$ cat src/shared/scs_cfg.svh
// constants for the configuration strap sampler
`ifndef SCS_CFG_SVH
`define SCS_CFG_SVH
// register offsets
`define SCS_ADDR_CTRL    4'h0
`define SCS_ADDR_STRAPS  4'h1
`define SCS_ADDR_STATUS  4'h2
// control register fields
`define SCS_CTRL_SFT_PD   0
`define SCS_CTRL_ADV_MST  1
`define SCS_CTRL_FORCED_MASTER_CFG  2
`define SCS_CTRL_TX_HI    3
`define SCS_CTRL_AN_EN    4
`define SCS_CTRL_SW_RST   5
// reset value of the autoneg enable bit
`define SCS_AN_EN_RST     1'b1
// cycles the pins settle in strap mode after a reset event, before the latch cycle
`define SCS_SETTLE_CYC    4'h4
`endif

$ cat src/shared/scs_pkg.sv
// types shared by the configuration strap sampler
package scs_pkg;
    typedef enum logic [1:0] {
        SCS_MAC_RMII  = 2'b00,
        SCS_MAC_RGMII = 2'b01,
        SCS_MAC_RSVD  = 2'b10,
        SCS_MAC_MII   = 2'b11
    } scs_mac_e;
    typedef enum logic [1:0] {
        SCS_ST_SETTLE = 2'b00,
        SCS_ST_LATCH  = 2'b01,
        SCS_ST_RUN    = 2'b10
    } scs_state_e;
endpackage

$ cat src/core/scs_strap_reg.sv
// strap capture register: loads only on the latch pulse
`timescale 1ns/1ps
`include "scs_cfg.svh"
module scs_strap_reg
    import scs_pkg::*;
#(
    parameter int W = 10
)
(
    input  wire logic         sys_clk,
    input  wire logic         rst_b,
    input  wire logic         load,
    input  wire logic [W-1:0] pins,
    output logic      [W-1:0] value_r
);
    logic [W-1:0] value_nxt; // next held value

    // hold except on the single latch pulse, so later pin activity is ignored
    always_comb
    begin
        value_nxt = value_r;
        if (load)
        begin
            value_nxt = pins;
        end
    end

    // reset value equals pulled-down pins
    always_ff @(posedge sys_clk)
    begin
        if (!rst_b)
        begin
            value_r <= '0;
        end
        else
        begin
            value_r <= value_nxt;
        end
    end
endmodule

$ cat src/core/scs_sampler.sv
// configuration strap sampler with register port
`timescale 1ns/1ps
`include "scs_cfg.svh"
module scs_sampler
    import scs_pkg::*;
(
    input  wire logic        sys_clk,
    input  wire logic        rst_b,
    // shared pins as seen at the pads
    input  wire logic        media_conv_strap,
    input  wire logic        phy_addr_strap_bit0,
    input  wire logic        phy_addr_strap_bit1,
    input  wire logic        phy_addr_strap_bit2,
    input  wire logic        powerdown_after_reset_strap,
    input  wire logic        master_pref_strap,
    input  wire logic        tx_level_strap,
    input  wire logic        mac_if_strap_lo,
    input  wire logic        mac_if_strap_hi,
    // register port
    input  wire logic [3:0]  reg_addr,
    input  wire logic [15:0] reg_wdata,
    input  wire logic        reg_wr,
    input  wire logic        reg_rd,
    output logic      [15:0] reg_rdata_r,
    // configuration outputs
    output logic             pins_released_r,
    output logic [2:0]       phy_addr_r,
    output logic [1:0]       mac_if_sel_r,
    output logic             media_conv_en_r,
    output logic             soft_powerdown_ctl_r,
    output logic             adv_master_pref_r,
    output logic             forced_master_cfg_r,
    output logic             high_tx_level_ability_r,
    output logic             modules_off_r,
    output logic             autoneg_start_r
);
    // ------------------------------------------------------------
    // sequencer
    // ------------------------------------------------------------
    scs_state_e  st_r, st_nxt;        // sampling state
    logic [3:0]  cnt_r, cnt_nxt;      // settle counter
    logic        sw_rst_r, sw_rst_nxt; // software reset request
    logic        latch;               // one-cycle strap latch pulse
    logic [9:0]  straps;              // pins gathered for capture
    logic [9:0]  held;                // latched strap image

    // a reset event (hardware or software) restarts sampling
    always_comb
    begin
        st_nxt  = st_r;
        cnt_nxt = cnt_r;
        case (st_r)
            SCS_ST_SETTLE:
            begin
                // pins still in strap mode while pulls settle
                cnt_nxt = cnt_r + 4'h1;
                if (cnt_r == `SCS_SETTLE_CYC - 4'h1)
                begin
                    st_nxt = SCS_ST_LATCH;
                end
            end
            SCS_ST_LATCH:
            begin
                st_nxt = SCS_ST_RUN;
            end
            SCS_ST_RUN:
            begin
                if (sw_rst_r)
                begin
                    st_nxt  = SCS_ST_SETTLE;
                    cnt_nxt = 4'h0;
                end
            end
            default:
            begin
                st_nxt = SCS_ST_SETTLE;
            end
        endcase
    end

    always_ff @(posedge sys_clk)
    begin
        if (!rst_b)
        begin
            st_r  <= SCS_ST_SETTLE;
            cnt_r <= 4'h0;
        end
        else
        begin
            st_r  <= st_nxt;
            cnt_r <= cnt_nxt;
        end
    end

    assign latch  = (st_r == SCS_ST_LATCH);
    assign straps = {media_conv_strap, mac_if_strap_hi, mac_if_strap_lo, tx_level_strap,
                     master_pref_strap, powerdown_after_reset_strap,
                     phy_addr_strap_bit2, phy_addr_strap_bit1, phy_addr_strap_bit0, 1'b0};

    // ------------------------------------------------------------
    // strap capture
    // ------------------------------------------------------------
    scs_strap_reg #(.W(10)) u_cap (
        .sys_clk (sys_clk),
        .rst_b   (rst_b),
        .load    (latch),
        .pins    (straps),
        .value_r (held)
    );

    // ------------------------------------------------------------
    // control bits and register port
    // ------------------------------------------------------------
    logic sft_pd_nxt, adv_nxt, cfg_nxt, txhi_nxt, an_en_r, an_en_nxt;
    logic rel_nxt, off_nxt, ans_nxt;
    logic [15:0] rd_nxt;
    logic        wr_ctrl;

    assign wr_ctrl = reg_wr && (reg_addr == `SCS_ADDR_CTRL) && (st_r == SCS_ST_RUN);

    always_comb
    begin
        sft_pd_nxt = soft_powerdown_ctl_r;
        adv_nxt    = adv_master_pref_r;
        cfg_nxt    = forced_master_cfg_r;
        txhi_nxt   = high_tx_level_ability_r;
        an_en_nxt  = an_en_r;
        sw_rst_nxt = 1'b0;
        if (latch)
        begin
            // defaults reload from straps at every reset event
            // strap image: bit4 power-down, bit5 master preference, bit6 tx level
            sft_pd_nxt = ~straps[4];
            adv_nxt    = straps[5];
            cfg_nxt    = straps[5];
            txhi_nxt   = ~straps[6];
        end
        else if (wr_ctrl)
        begin
            sft_pd_nxt = reg_wdata[`SCS_CTRL_SFT_PD];
            adv_nxt    = reg_wdata[`SCS_CTRL_ADV_MST];
            cfg_nxt    = reg_wdata[`SCS_CTRL_FORCED_MASTER_CFG];
            an_en_nxt  = reg_wdata[`SCS_CTRL_AN_EN];
            sw_rst_nxt = reg_wdata[`SCS_CTRL_SW_RST];
            // ability is writable only while the tx strap is low; a high strap locks it at zero
            if (!held[6])
            begin
                txhi_nxt = reg_wdata[`SCS_CTRL_TX_HI];
            end
        end
        rel_nxt = (st_nxt == SCS_ST_RUN);
        off_nxt = sft_pd_nxt;
        // autoneg starts in the same cycle as release when enabled and not powered down
        ans_nxt = latch && an_en_nxt && !sft_pd_nxt;
        rd_nxt  = 16'h0000;
        if (reg_rd)
        begin
            case (reg_addr)
                `SCS_ADDR_CTRL:
                begin
                    rd_nxt = {10'h000, 1'b0, an_en_r, high_tx_level_ability_r, forced_master_cfg_r,
                              adv_master_pref_r, soft_powerdown_ctl_r};
                end
                `SCS_ADDR_STRAPS:
                begin
                    rd_nxt = {6'h00, held};
                end
                `SCS_ADDR_STATUS:
                begin
                    rd_nxt = {13'h0000, modules_off_r, pins_released_r, st_r == SCS_ST_RUN};
                end
                default:
                begin
                    rd_nxt = 16'h0000;
                end
            endcase
        end
    end

    always_ff @(posedge sys_clk)
    begin
        if (!rst_b)
        begin
            soft_powerdown_ctl_r    <= 1'b1;
            adv_master_pref_r       <= 1'b0;
            forced_master_cfg_r     <= 1'b0;
            high_tx_level_ability_r <= 1'b1;
            an_en_r                 <= `SCS_AN_EN_RST;
            sw_rst_r                <= 1'b0;
            pins_released_r         <= 1'b0;
            modules_off_r           <= 1'b1;
            autoneg_start_r         <= 1'b0;
            reg_rdata_r             <= 16'h0000;
        end
        else
        begin
            soft_powerdown_ctl_r    <= sft_pd_nxt;
            adv_master_pref_r       <= adv_nxt;
            forced_master_cfg_r     <= cfg_nxt;
            high_tx_level_ability_r <= txhi_nxt;
            an_en_r                 <= an_en_nxt;
            sw_rst_r                <= sw_rst_nxt;
            pins_released_r         <= rel_nxt;
            modules_off_r           <= off_nxt;
            autoneg_start_r         <= ans_nxt;
            reg_rdata_r             <= rd_nxt;
        end
    end

    // ------------------------------------------------------------
    // decoded strap outputs
    // ------------------------------------------------------------
    logic [2:0] addr_nxt;
    logic [1:0] mac_nxt;
    logic       mc_nxt;
    always_comb
    begin
        addr_nxt = latch ? straps[3:1] : phy_addr_r;
        mac_nxt  = latch ? straps[8:7] : mac_if_sel_r;
        // converter only meaningful in rmii mode
        mc_nxt   = latch ? (straps[9] && straps[8:7] == SCS_MAC_RMII) : media_conv_en_r;
    end

    always_ff @(posedge sys_clk)
    begin
        if (!rst_b)
        begin
            phy_addr_r      <= 3'h0;
            mac_if_sel_r    <= SCS_MAC_RMII;
            media_conv_en_r <= 1'b0;
        end
        else
        begin
            phy_addr_r      <= addr_nxt;
            mac_if_sel_r    <= mac_nxt;
            media_conv_en_r <= mc_nxt;
        end
    end
endmodule

$ cat config.mk
export PLATFORM = sky130hd
export DESIGN_NAME = scs_sampler
export DESIGN_NICKNAME = d
export VERILOG_FILES = /design/src/shared/scs_pkg.sv /design/src/core/scs_strap_reg.sv /design/src/core/scs_sampler.sv
export VERILOG_INCLUDE_DIRS = /design/src /design/src/shared
export SDC_FILE = /design/constraint.sdc
export NUM_CORES = 1
export LEC_CHECK = 0
export BUFFER_PORTS_ARGS = -buffer_cell sky130_fd_sc_hd__buf_4
export CAP_MARGIN = 20
export CORE_ASPECT_RATIO = 2
export CORE_UTILIZATION = 45
export DETAILED_ROUTE_END_ITERATION = 6
export PLACE_DENSITY = 0.74
export SLEW_MARGIN = 20
export SYNTH_ARGS = -nofsm -noshare
export SYNTH_HDL_FRONTEND = slang
export SYNTH_SLANG_ARGS = --single-unit
$ cat constraint.sdc
create_clock -name sys_clk -period 1.65 [get_ports sys_clk]
set_input_delay 0.495 -clock sys_clk [delete_from_list [all_inputs] [get_ports sys_clk]]
set_output_delay 0.495 -clock sys_clk [all_outputs]
set_load 0.01 [all_outputs]
# ---- Word level (Yosys, flattened, before mapping)
# Index checks and enable logic that the tools add are counted.
dict set report totals {
  regBits 45
  in_bits 33
  out_inout_bits 29
  word_cells 60
}
dict set report op_classes {
  add_sub_neg 1
  n_eq_ne 8
  muxes 17
  bitwise 4
  n_reduce_logical 15
}
# op n
set op_table {}
lappend op_table {{$pmux W10 S3} 1}
lappend op_table {{$mux W1} 11}
lappend op_table {{$eq A4 B2 Y1 const B} 2}
lappend op_table {{$pmux W4 S2} 1}
lappend op_table {{$pmux W2 S3} 1}
lappend op_table {{$reduce_and A2 Y1} 3}
lappend op_table {{$logic_and A1 B1 Y1} 5}
lappend op_table {{$add A4 B1 Y4 const B} 1}
lappend op_table {{$eq A2 B2 Y1 const B} 2}
lappend op_table {{$eq A4 B1 Y1 const B} 1}
lappend op_table {{$logic_not A2 Y1} 2}
lappend op_table {{$logic_not A4 Y1} 1}
lappend op_table {{$mux W2} 2}
lappend op_table {{$mux W4} 1}
lappend op_table {{$ne A2 B2 Y1 const B} 2}
lappend op_table {{$not A1 Y1} 4}
lappend op_table {{$reduce_bool A2 Y1} 2}
lappend op_table {{$reduce_or A3 Y1} 1}
lappend op_table {{$eq A2 B1 Y1 const B} 1}
lappend op_table {{$logic_not A1 Y1} 1}

# ---- Logic depth before layout (Yosys ltp)
# Gate-level depths: netlist of run 1.
dict set report depth {
  word_depth 7
  depth_mapped 5
  depth_no_buf 4
}

# ---- Hierarchy
# From an unflattened synthesis of run 1, not the netlist that was laid out.
dict set report unflattened {
  hier_cells 167
  hier_area_um2 1670.4
}
# mod n_inst cells_per_inst area_each_um2 seq_area_each_um2
set modules_own_cells {}
lappend modules_own_cells {scs_sampler 1 136 1296.2 600.6}
lappend modules_own_cells {scs_strap_reg 1 31 374.1 200.2}

# ---- Least setup slack after synthesis of run 1
# Ideal clock, no wire load.
dict set report synth_timing {
  kind {in2reg}
  startpoint {input reg_addr[0]}
  endpoint {register modules_off_r}
  setup_ns 0.122
  arrival_time_ns 1.374
  required_ns 1.528
  path_slack_ns 0.154
  path_stages 4
  n_path_buf 1
  path_cell_list {buf_2 > nor3b_2 > nand2_1 > a311o_1}
}
dict set report synth_via {
  elab_chain_len 5
}
# item line
set synth_lines {}
lappend synth_lines {{start: declaration} scs_sampler.sv:20} ;# input wire logic [3:0] reg_addr,
lappend synth_lines {{$logic_not A4 Y1} -}
lappend synth_lines {{$logic_and A1 B1 Y1 (2 in series)} scs_sampler.sv:119} ;# assign wr_ctrl = reg_wr && (reg_addr == `SCS_ADDR_CTRL) && (st_r == SCS_ST_RUN);
lappend synth_lines {{$mux W1} scs_sampler.sv:138} ;# else if (wr_ctrl)
lappend synth_lines {{$mux W1} scs_sampler.sv:129} ;# if (latch)
lappend synth_lines {{end signal: assignment} scs_sampler.sv:204} ;# modules_off_r <= off_nxt;
lappend synth_lines {{end: declaration} scs_sampler.sv:34} ;# output logic modules_off_r,
# No other way between the ends.
# A chain may end at the register's enable or synchronous reset.

# ---- Worst setup path after layout of run 1
dict set report layout_timing {
  startpoint {register st_r[0]}
  endpoint {register high_tx_level_ability_r}
}
dict set report layout_via {
  elab_chain_len 4
  word_cells_on_any_way 7
  classes_between {3 x eq/ne; 1 x mux; 3 x reduce/logical}
}
# item line
set layout_lines {}
lappend layout_lines {{start: declaration} scs_sampler.sv:40} ;# scs_state_e st_r, st_nxt;
lappend layout_lines {{start signal: assignment} scs_sampler.sv:90} ;# st_r <= st_nxt;
lappend layout_lines {{$eq A2 B2 Y1} scs_sampler.sv:119}
lappend layout_lines {{$logic_and A1 B1 Y1} scs_sampler.sv:119}
lappend layout_lines {{$reduce_bool A2 Y1 (no line)} -}
lappend layout_lines {{$reduce_and A2 Y1 (no line)} -}
lappend layout_lines {{end signal: assignment} scs_sampler.sv:200} ;# high_tx_level_ability_r <= txhi_nxt;
lappend layout_lines {{end: declaration} scs_sampler.sv:33} ;# output logic high_tx_level_ability_r,
# Parallel ways exist; a longest one is shown, timed or not.

==> results of run 1 <==
==> how the worst min path moves through the flow <==
stage / from / to / slack (ns) / depth (start not counted)
after CTS: reg_wdata[5] / sw_rst_r$_SDFF_PP0_ / 0.43 / 3
final: reg_wdata[5] / sw_rst_r$_SDFF_PP0_ / 0.43 / 3
after floorplan: flop / autoneg_start_r$_SDFF_PN0_ / 0.42 / 2
after detailed placement: u_cap.value_r[9]$_SDFFE_PN0P_ / u_cap.value_r[9]$_SDFFE_PN0P_ / 0.44 / 2
after global routing: reg_wdata[5] / sw_rst_r$_SDFF_PP0_ / 0.44 / 3
after global placement: flop / autoneg_start_r$_SDFF_PN0_ / 0.44 / 2
==> logic make-up after synthesis <==
logic type	Yosys count	synth area share
and+or+nand+nor	64	0.240
AOI/OAI and AO/OA	35	0.151
DFF	34	0.463
buffers and inverters	21	0.0945
muxes	6	0.0409
adders and majority gates	1	0.00851
other	1	0.00255
==> registers in the layout, summed over array words and instances, names as in the netlist, named ones only <==
| name | cells |
|---|---|
| high_tx_level_ability_r | 1 |
| reg_rdata_r | 10 |
| phy_addr_r | 2 |
| cnt_r | 4 |
| u_cap.value_r | 6 |
| mac_if_sel_r | 1 |
| st_r | 2 |
| modules_off_r | 1 |
| sw_rst_r | 1 |
| pins_released_r | 1 |
| forced_master_cfg_r | 1 |
| media_conv_en_r | 1 |
| adv_master_pref_r | 1 |
| autoneg_start_r | 1 |
==> per-layer routing <==
| metal | vias to the layer above | routed length, um |
|---|---|---|
| met5 | - | 0 |
| met4 | 0 | 86 |
| met3 | 9 | 159 |
| met2 | 39 | 1950 |
| met1 | 615 | 1240 |
| li1 | 631 | - |
==> through the flow <==
step | hold WS [ns] | utilization | std cells
after floorplan | 0.419 | - | 167
after detailed placement | 0.442 | 0.565 | 230
after global routing | 0.442 | 0.600 | 238
after global placement | 0.437 | 0.565 | 230
final | 0.430 | 0.600 | 238
after CTS | 0.435 | 0.599 | 238
==> final cells by class <==
class                   count  share of cell area
well taps                  31              0.0205
clock buffers               5              0.0364
multi-input cells         112               0.354
flip-flops and latches     34               0.360
clock inverters             3              0.0211
inverters                   1             0.00198
repair buffers             52               0.206
==> power breakdown <==
part / switching [mW] / total, mW / leakage [nW] / internal (mW)
logic: 0.102 / 0.209 / 0.479 / 0.107
clock network: 0.297 / 0.741 / 0.0579 / 0.444
registers: 0.0284 / 0.879 / 0.275 / 0.851
==> layout by cell type, fill, tap and decap left out, types with 5 or more instances in the layout <==
cell type / count
conb_1: 6
and2_1: 5
nand2_1: 21
clkbuf_8: 5
nor2_1: 10
o21ai_0: 6
nor2b_1: 5
dfxtp_1: 33
a21oi_1: 16
buf_4: 52
mux2i_1: 6
==> timing repair <==
item,in CTS,in global routing
gates resized for setup,0,1
setup endpoints to repair,0,2
hold buffers,0,0
==> worst register-to-register path, stage by stage (launching register included) <==
cell,delay [ns]
dfxtp_1,0.46
nand2b_1,0.21
a311o_1,0.40
a311o_1,0.32
==> impl_metrics.csv, run 1 <==
group,metric,value,unit
sta,finalSetupTns,0,ns
placed_design,hpwlAfterDp,2600,um
clock_tree,clock-sinks,34,
synth,ys.flop_type,"dfxtp_1",
cells_and_area,multi_input_area,669,um2
clock_tree,cts-root-buf,"clkbuf_8",
worst_setup_path,r2r-end,"high_tx_level_ability_r$_SDFFE_PN1P_",
clock_tree,postCtsSetupBuffers,0,
status,status,"completed",
worst_setup_path,cp_num_cells,3,
cells_and_area,finalNetCount,240,
worst_setup_path,crit_slowest_cell,"dfxtp_1",
global_route,grt_max_degree,18,
sta,skew,0.00437,ns
synth,yosys-top-cells-count,"dfxtp_1, nand2_1, a21oi_1, buf_4, nor2_1",
route,postRouteAntennaNets,0,
floorplan,dieHeight,82.8,um
worst_setup_path,slowest_delay,0.46,ns
cells_and_area,num-fill-cells,287,
sta,fin_crit_sh,0.909,
sta,rsz0062_at_grt,"no",
worst_setup_path,r2r_start,"st_r[0]$_SDFF_PN0_",
sta,drv_slew,0,
clock_tree,clock_latency,0.29,ns
synth,synth_cells,162,
power_and_ir_drop,power.density,966,nW/um2
placed_design,place.port_buffers,45,
worst_setup_path,required,1.82,ns
synth,synth_top_cell_by_area,"dfxtp_1",
clock_tree,htreeDepth,2,
worst_setup_path,path_delay_family,"compound AO/OA/AOI/OAI gates",
worst_setup_path,cp_max_fo,7,
global_route,busiest_layer,"met2",
floorplan,core_area,3160,um2
cells_and_area,insertedDiodeCount,0,
route,drt_pre_antenna_iters,4,
power_and_ir_drop,total_power,1.83,mW
floorplan,dieArea,3510,um2
worst_setup_path,critical_path.startpoint_type,"flop",
cells_and_area,regArea,682,um2
clock_tree,clk_pin_slew_worst_paths,0.07,ns
floorplan,io_pins,62,
sta,layout_setup_ws,0.151,ns
worst_setup_path,worstSetupStartpoint,"st_r[0]$_SDFF_PN0_",
clock_tree,clk_path_buf_depth,2,
route,detail_route.wl_per_cell,14.4,um
synth,synth_area,1470,um2
sta,worst_pin_slew,0.504,ns
global_route,gr-usage-met3,0.0435,
global_route,grt_pass1_vias,1279,
route,vias,1294,
sta,hold_violations,0,
placed_design,place_area,1780,um2
route,via_per_inst,5.44,
synth,avgSynthCellArea,9.08,um2
route,wl,3430,um
sta,period_minus_slack,1.50,ns
worst_setup_path,reg2reg_depth,3,
clock_tree,cts_tree,"done",
worst_setup_path,rrSetupSlack,0.15,ns
synth,yosysMostFrequentCell,"dfxtp_1",
worst_setup_path,critical_path_class,"reg -> reg",
synth,ys_seq_area_frac,0.463,
synth,synth_edf_count,0,
route,drtIter0Drc,15,
synth,synth_area_leaders,"dfxtp_1, buf_4, a21oi_1",
global_route,grt-ovfl-total,0,
floorplan,die_w,42.4,um
global_route,grt.met1_usage,0.201,
floorplan,initial_core_util,0.466,
worst_setup_path,worst_ep_arrival_time,1.67,ns
global_route,grtUsageMet2,0.383,
clock_tree,numCtsBuffers,5,
synth,async_reset_ff_frac,0,
sta,max_freq,667,MHz
global_route,grtUsageTotal,0.206,
worst_setup_path,end_kind,"flop",
global_route,grt_pass1_wl,5630,um
sta,relSlewSlack,0.663,
min_path,hold_path_class,"in -> reg",
global_route,antenna_found_initial,0,
synth,yosysTopAreaCellShare,0.463,
worst_setup_path,crit_path_cell_trace,"nand2b_1 -> a311o_1 -> a311o_1",
cells_and_area,synthToLayoutAreaGrowth,28.8,%
worst_setup_path,path_buf_inv,0,
synth,yosysUniqueCellTypes,36,
placed_design,gp_congestion,0.811,
power_and_ir_drop,ir_worst_vdd,0.712,mV
worst_setup_path,endpoint,"high_tx_level_ability_r$_SDFFE_PN1P_",
cells_and_area,final_cell_area,1890,um2
floorplan,rows,29,
worst_setup_path,cp_common_cell,"a311o_1",
synth,ys_warn_count,0,
sta,setup_viol,0,
synth,ys_ff_latch,34,
cells_and_area,drive_gt1_frac,0.314,
placed_design,dp_slack,-0.0383,ns
run,cap_viol_max_count,0,
route,drc_errors,0,
power_and_ir_drop,leakagePower,0.812,nW
(Power assumes the default switching activity.)
==> run 2, diff against run 1 <==
--- a/config.mk
+++ b/config.mk
@@ -9,9 +9,9 @@
 export BUFFER_PORTS_ARGS = -buffer_cell sky130_fd_sc_hd__buf_4
 export CAP_MARGIN = 20
 export CORE_ASPECT_RATIO = 2
-export CORE_UTILIZATION = 45
+export CORE_UTILIZATION = 47
 export DETAILED_ROUTE_END_ITERATION = 6
-export PLACE_DENSITY = 0.74
+export PLACE_DENSITY = 0.82
 export SLEW_MARGIN = 20
 export SYNTH_ARGS = -nofsm -noshare
 export SYNTH_HDL_FRONTEND = slang
==> constraint.sdc (replaced) <==
create_clock -name sys_clk -period 1.65 [get_ports sys_clk]
set_input_delay 0.495 -clock sys_clk [delete_from_list [all_inputs] [get_ports sys_clk]]
set_output_delay 0.495 -clock sys_clk [all_outputs]
set_load 0.1 [all_outputs]
==> impl_metrics.csv, run 2 (same netlist as run 1, synthesis figures left out) <==
group,metric,value,unit
power_and_ir_drop,internal-power,1.56,mW
run,cap_viol_max_count,0,
clock_tree,cts-root-buf,"clkbuf_8",
sta,fin_crit_sh,0.939,
clock_tree,ctsResizeCount,0,
sta,hold_violations,0,
sta,layout_setup_ws,0.100,ns
floorplan,rows,28,
clock_tree,numCtsBuffers,5,
floorplan,initial_core_util,0.494,
floorplan,io_pins,62,
cells_and_area,largest_reg_flops,10,
power_and_ir_drop,leakagePower,0.826,nW
cells_and_area,num-fill-cells,249,
sta,rsz0062_at_grt,"no",
cells_and_area,finalNetCount,241,
global_route,grt_max_degree,18,
floorplan,dieHeight,81.1,um
worst_setup_path,cp_max_fo,12,
clock_tree,clock_latency,0.29,ns
cells_and_area,final_cell_mix,"buf_4, dfxtp_1, nand2_1",
cells_and_area,drive_gt1_frac,0.317,
cells_and_area,reg_top3,"reg_rdata_r (10), u_cap.value_r (6), cnt_r (4)",
power_and_ir_drop,ir_worst_vdd,0.969,mV
route,drtIter0Drc,20,
sta,max_freq,645,MHz
worst_setup_path,critical_path.startpoint_type,"flop",
sta,setup_viol,0,
route,postRouteAntennaNets,0,
worst_setup_path,end_kind,"flop",
power_and_ir_drop,power.density,1120,nW/um2
clock_tree,clk_path_buf_depth,2,
placed_design,hpwlAfterDp,2680,um
route,via_per_inst,5.59,
route,drc_errors,0,
power_and_ir_drop,switching_share,0.272,
power_and_ir_drop,p_switching,0.586,mW
global_route,grt-ovfl-total,0,
cells_and_area,final_common_cell,"buf_4",
power_and_ir_drop,clockPowerShare,0.425,
placed_design,dp_slack,-0.0170,ns
clock_tree,clock-sinks,34,
floorplan,core_area,2980,um2
power_and_ir_drop,total_power,2.15,mW
sta,drv_slew,0,
sta,period_minus_slack,1.55,ns
clock_tree,cts_tree,"done",
route,detail_route.wl_per_cell,14.6,um
floorplan,dieArea,3370,um2
worst_setup_path,critical_path_class,"reg -> reg",
clock_tree,clk_pin_slew_worst_paths,0.07,ns
route,vias,1330,
cells_and_area,synthToLayoutAreaGrowth,31.1,%
route,wl,3480,um
clock_tree,postCtsSetupBuffers,0,
min_path,hold_path_class,"in -> reg",
placed_design,gp_congestion,0.847,
sta,finalSetupTns,0,ns
clock_tree,cts_hold_buf,0,
worst_setup_path,required,1.81,ns
status,status,"completed",
floorplan,die_w,41.5,um
global_route,grt_pass1_wl,5370,um
global_route,grt_pass1_vias,1249,
placed_design,place.port_buffers,45,
power_and_ir_drop,power_frac_comb,0.165,
cells_and_area,regMostFlops,"reg_rdata_r",
sta,skew,0.00364,ns
cells_and_area,insertedDiodeCount,0,
route,drt_pre_antenna_iters,4,
power_and_ir_drop,sequentialPowerShare,0.409,
global_route,antenna_found_initial,0,
worst_setup_path,worst_ep_arrival_time,1.71,ns
global_route,grtUsageTotal,0.209,
clock_tree,htreeDepth,2,
==> run 2: cell count changes in the layout (fill, tap and decap cells not counted), sizes merged <==
cell,change
buf,+1
bufinv,+1
clkinv,-1
==> run 2: layout make-up <==
| cell class | count | area (um2) | share of cell area |
|---|---|---|---|
| Sequential cell | 34 | 682 | 0.354 |
| Inverter | 1 | 3.75 | 0.00195 |
| Multi-Input combinational cell | 112 | 669 | 0.347 |
| Clock buffer | 5 | 68.8 | 0.0357 |
| Timing Repair Buffer | 53 | 398 | 0.206 |
| Tap cell | 30 | 37.5 | 0.0195 |
| Clock inverter | 3 | 68.8 | 0.0357 |
==> run 2: stage by stage <==
step / utilization / hold WS (ns) / cells / instance area [um2]
detailed placement: 0.601 / 0.444 / 230 / 1790
global route: 0.647 / 0.434 / 238 / 1930
global placement: 0.601 / 0.437 / 230 / 1790
finish: 0.647 / 0.429 / 238 / 1930
floorplan: - / 0.419 / 167 / 1490
CTS: 0.647 / 0.427 / 238 / 1930
==> run 2: worst paths after layout <==
| kind | startpoint | to | slack, ns | depth (start not counted) |
|---|---|---|---|---|
| max | st_r[1]$_SDFF_PN0_ | adv_master_pref_r$_SDFFE_PN0P_ | 0.10 | 3 |
| min | reg_wdata[5] | sw_rst_r$_SDFF_PP0_ | 0.43 | 3 |
| max reg2reg | st_r[1]$_SDFF_PN0_ | adv_master_pref_r$_SDFFE_PN0P_ | 0.10 | 3 |
| min reg2reg | u_cap.value_r[5]$_SDFFE_PN0P_ | reg_rdata_r[5]$_SDFF_PN0_ | 0.45 | 1 |
==> run 2: power groups by stage <==
| stage | Combinational (mW) | Clock, mW | Sequential, mW |
|---|---|---|---|
| 3_5_place_dp | 0.353 | 0 | 0.899 |
| 4_1_cts | 0.355 | 0.932 | 0.879 |
| 6_report | 0.356 | 0.915 | 0.880 |
| 2_1_floorplan | 0.221 | 0 | 0.948 |
| 5_1_grt | 0.377 | 0.961 | 0.882 |
| 3_3_place_gp | 0.343 | 0 | 0.895 |
==> run 2: critical path, cell delays in order (launching register included) <==
cell	delay (ns)
dfxtp_1	0.54
or4b_4	0.53
o21ai_0	0.25
a211oi_1	0.11
==> run 2: layer usage <==
metal,vias up,GRT usage,part of all wire
li1,639,-,-
met1,629,0.186,0.33
met2,55,0.413,0.59
met3,7,0.0533,0.058
met4,0,0.110,0.021
met5,-,0,0
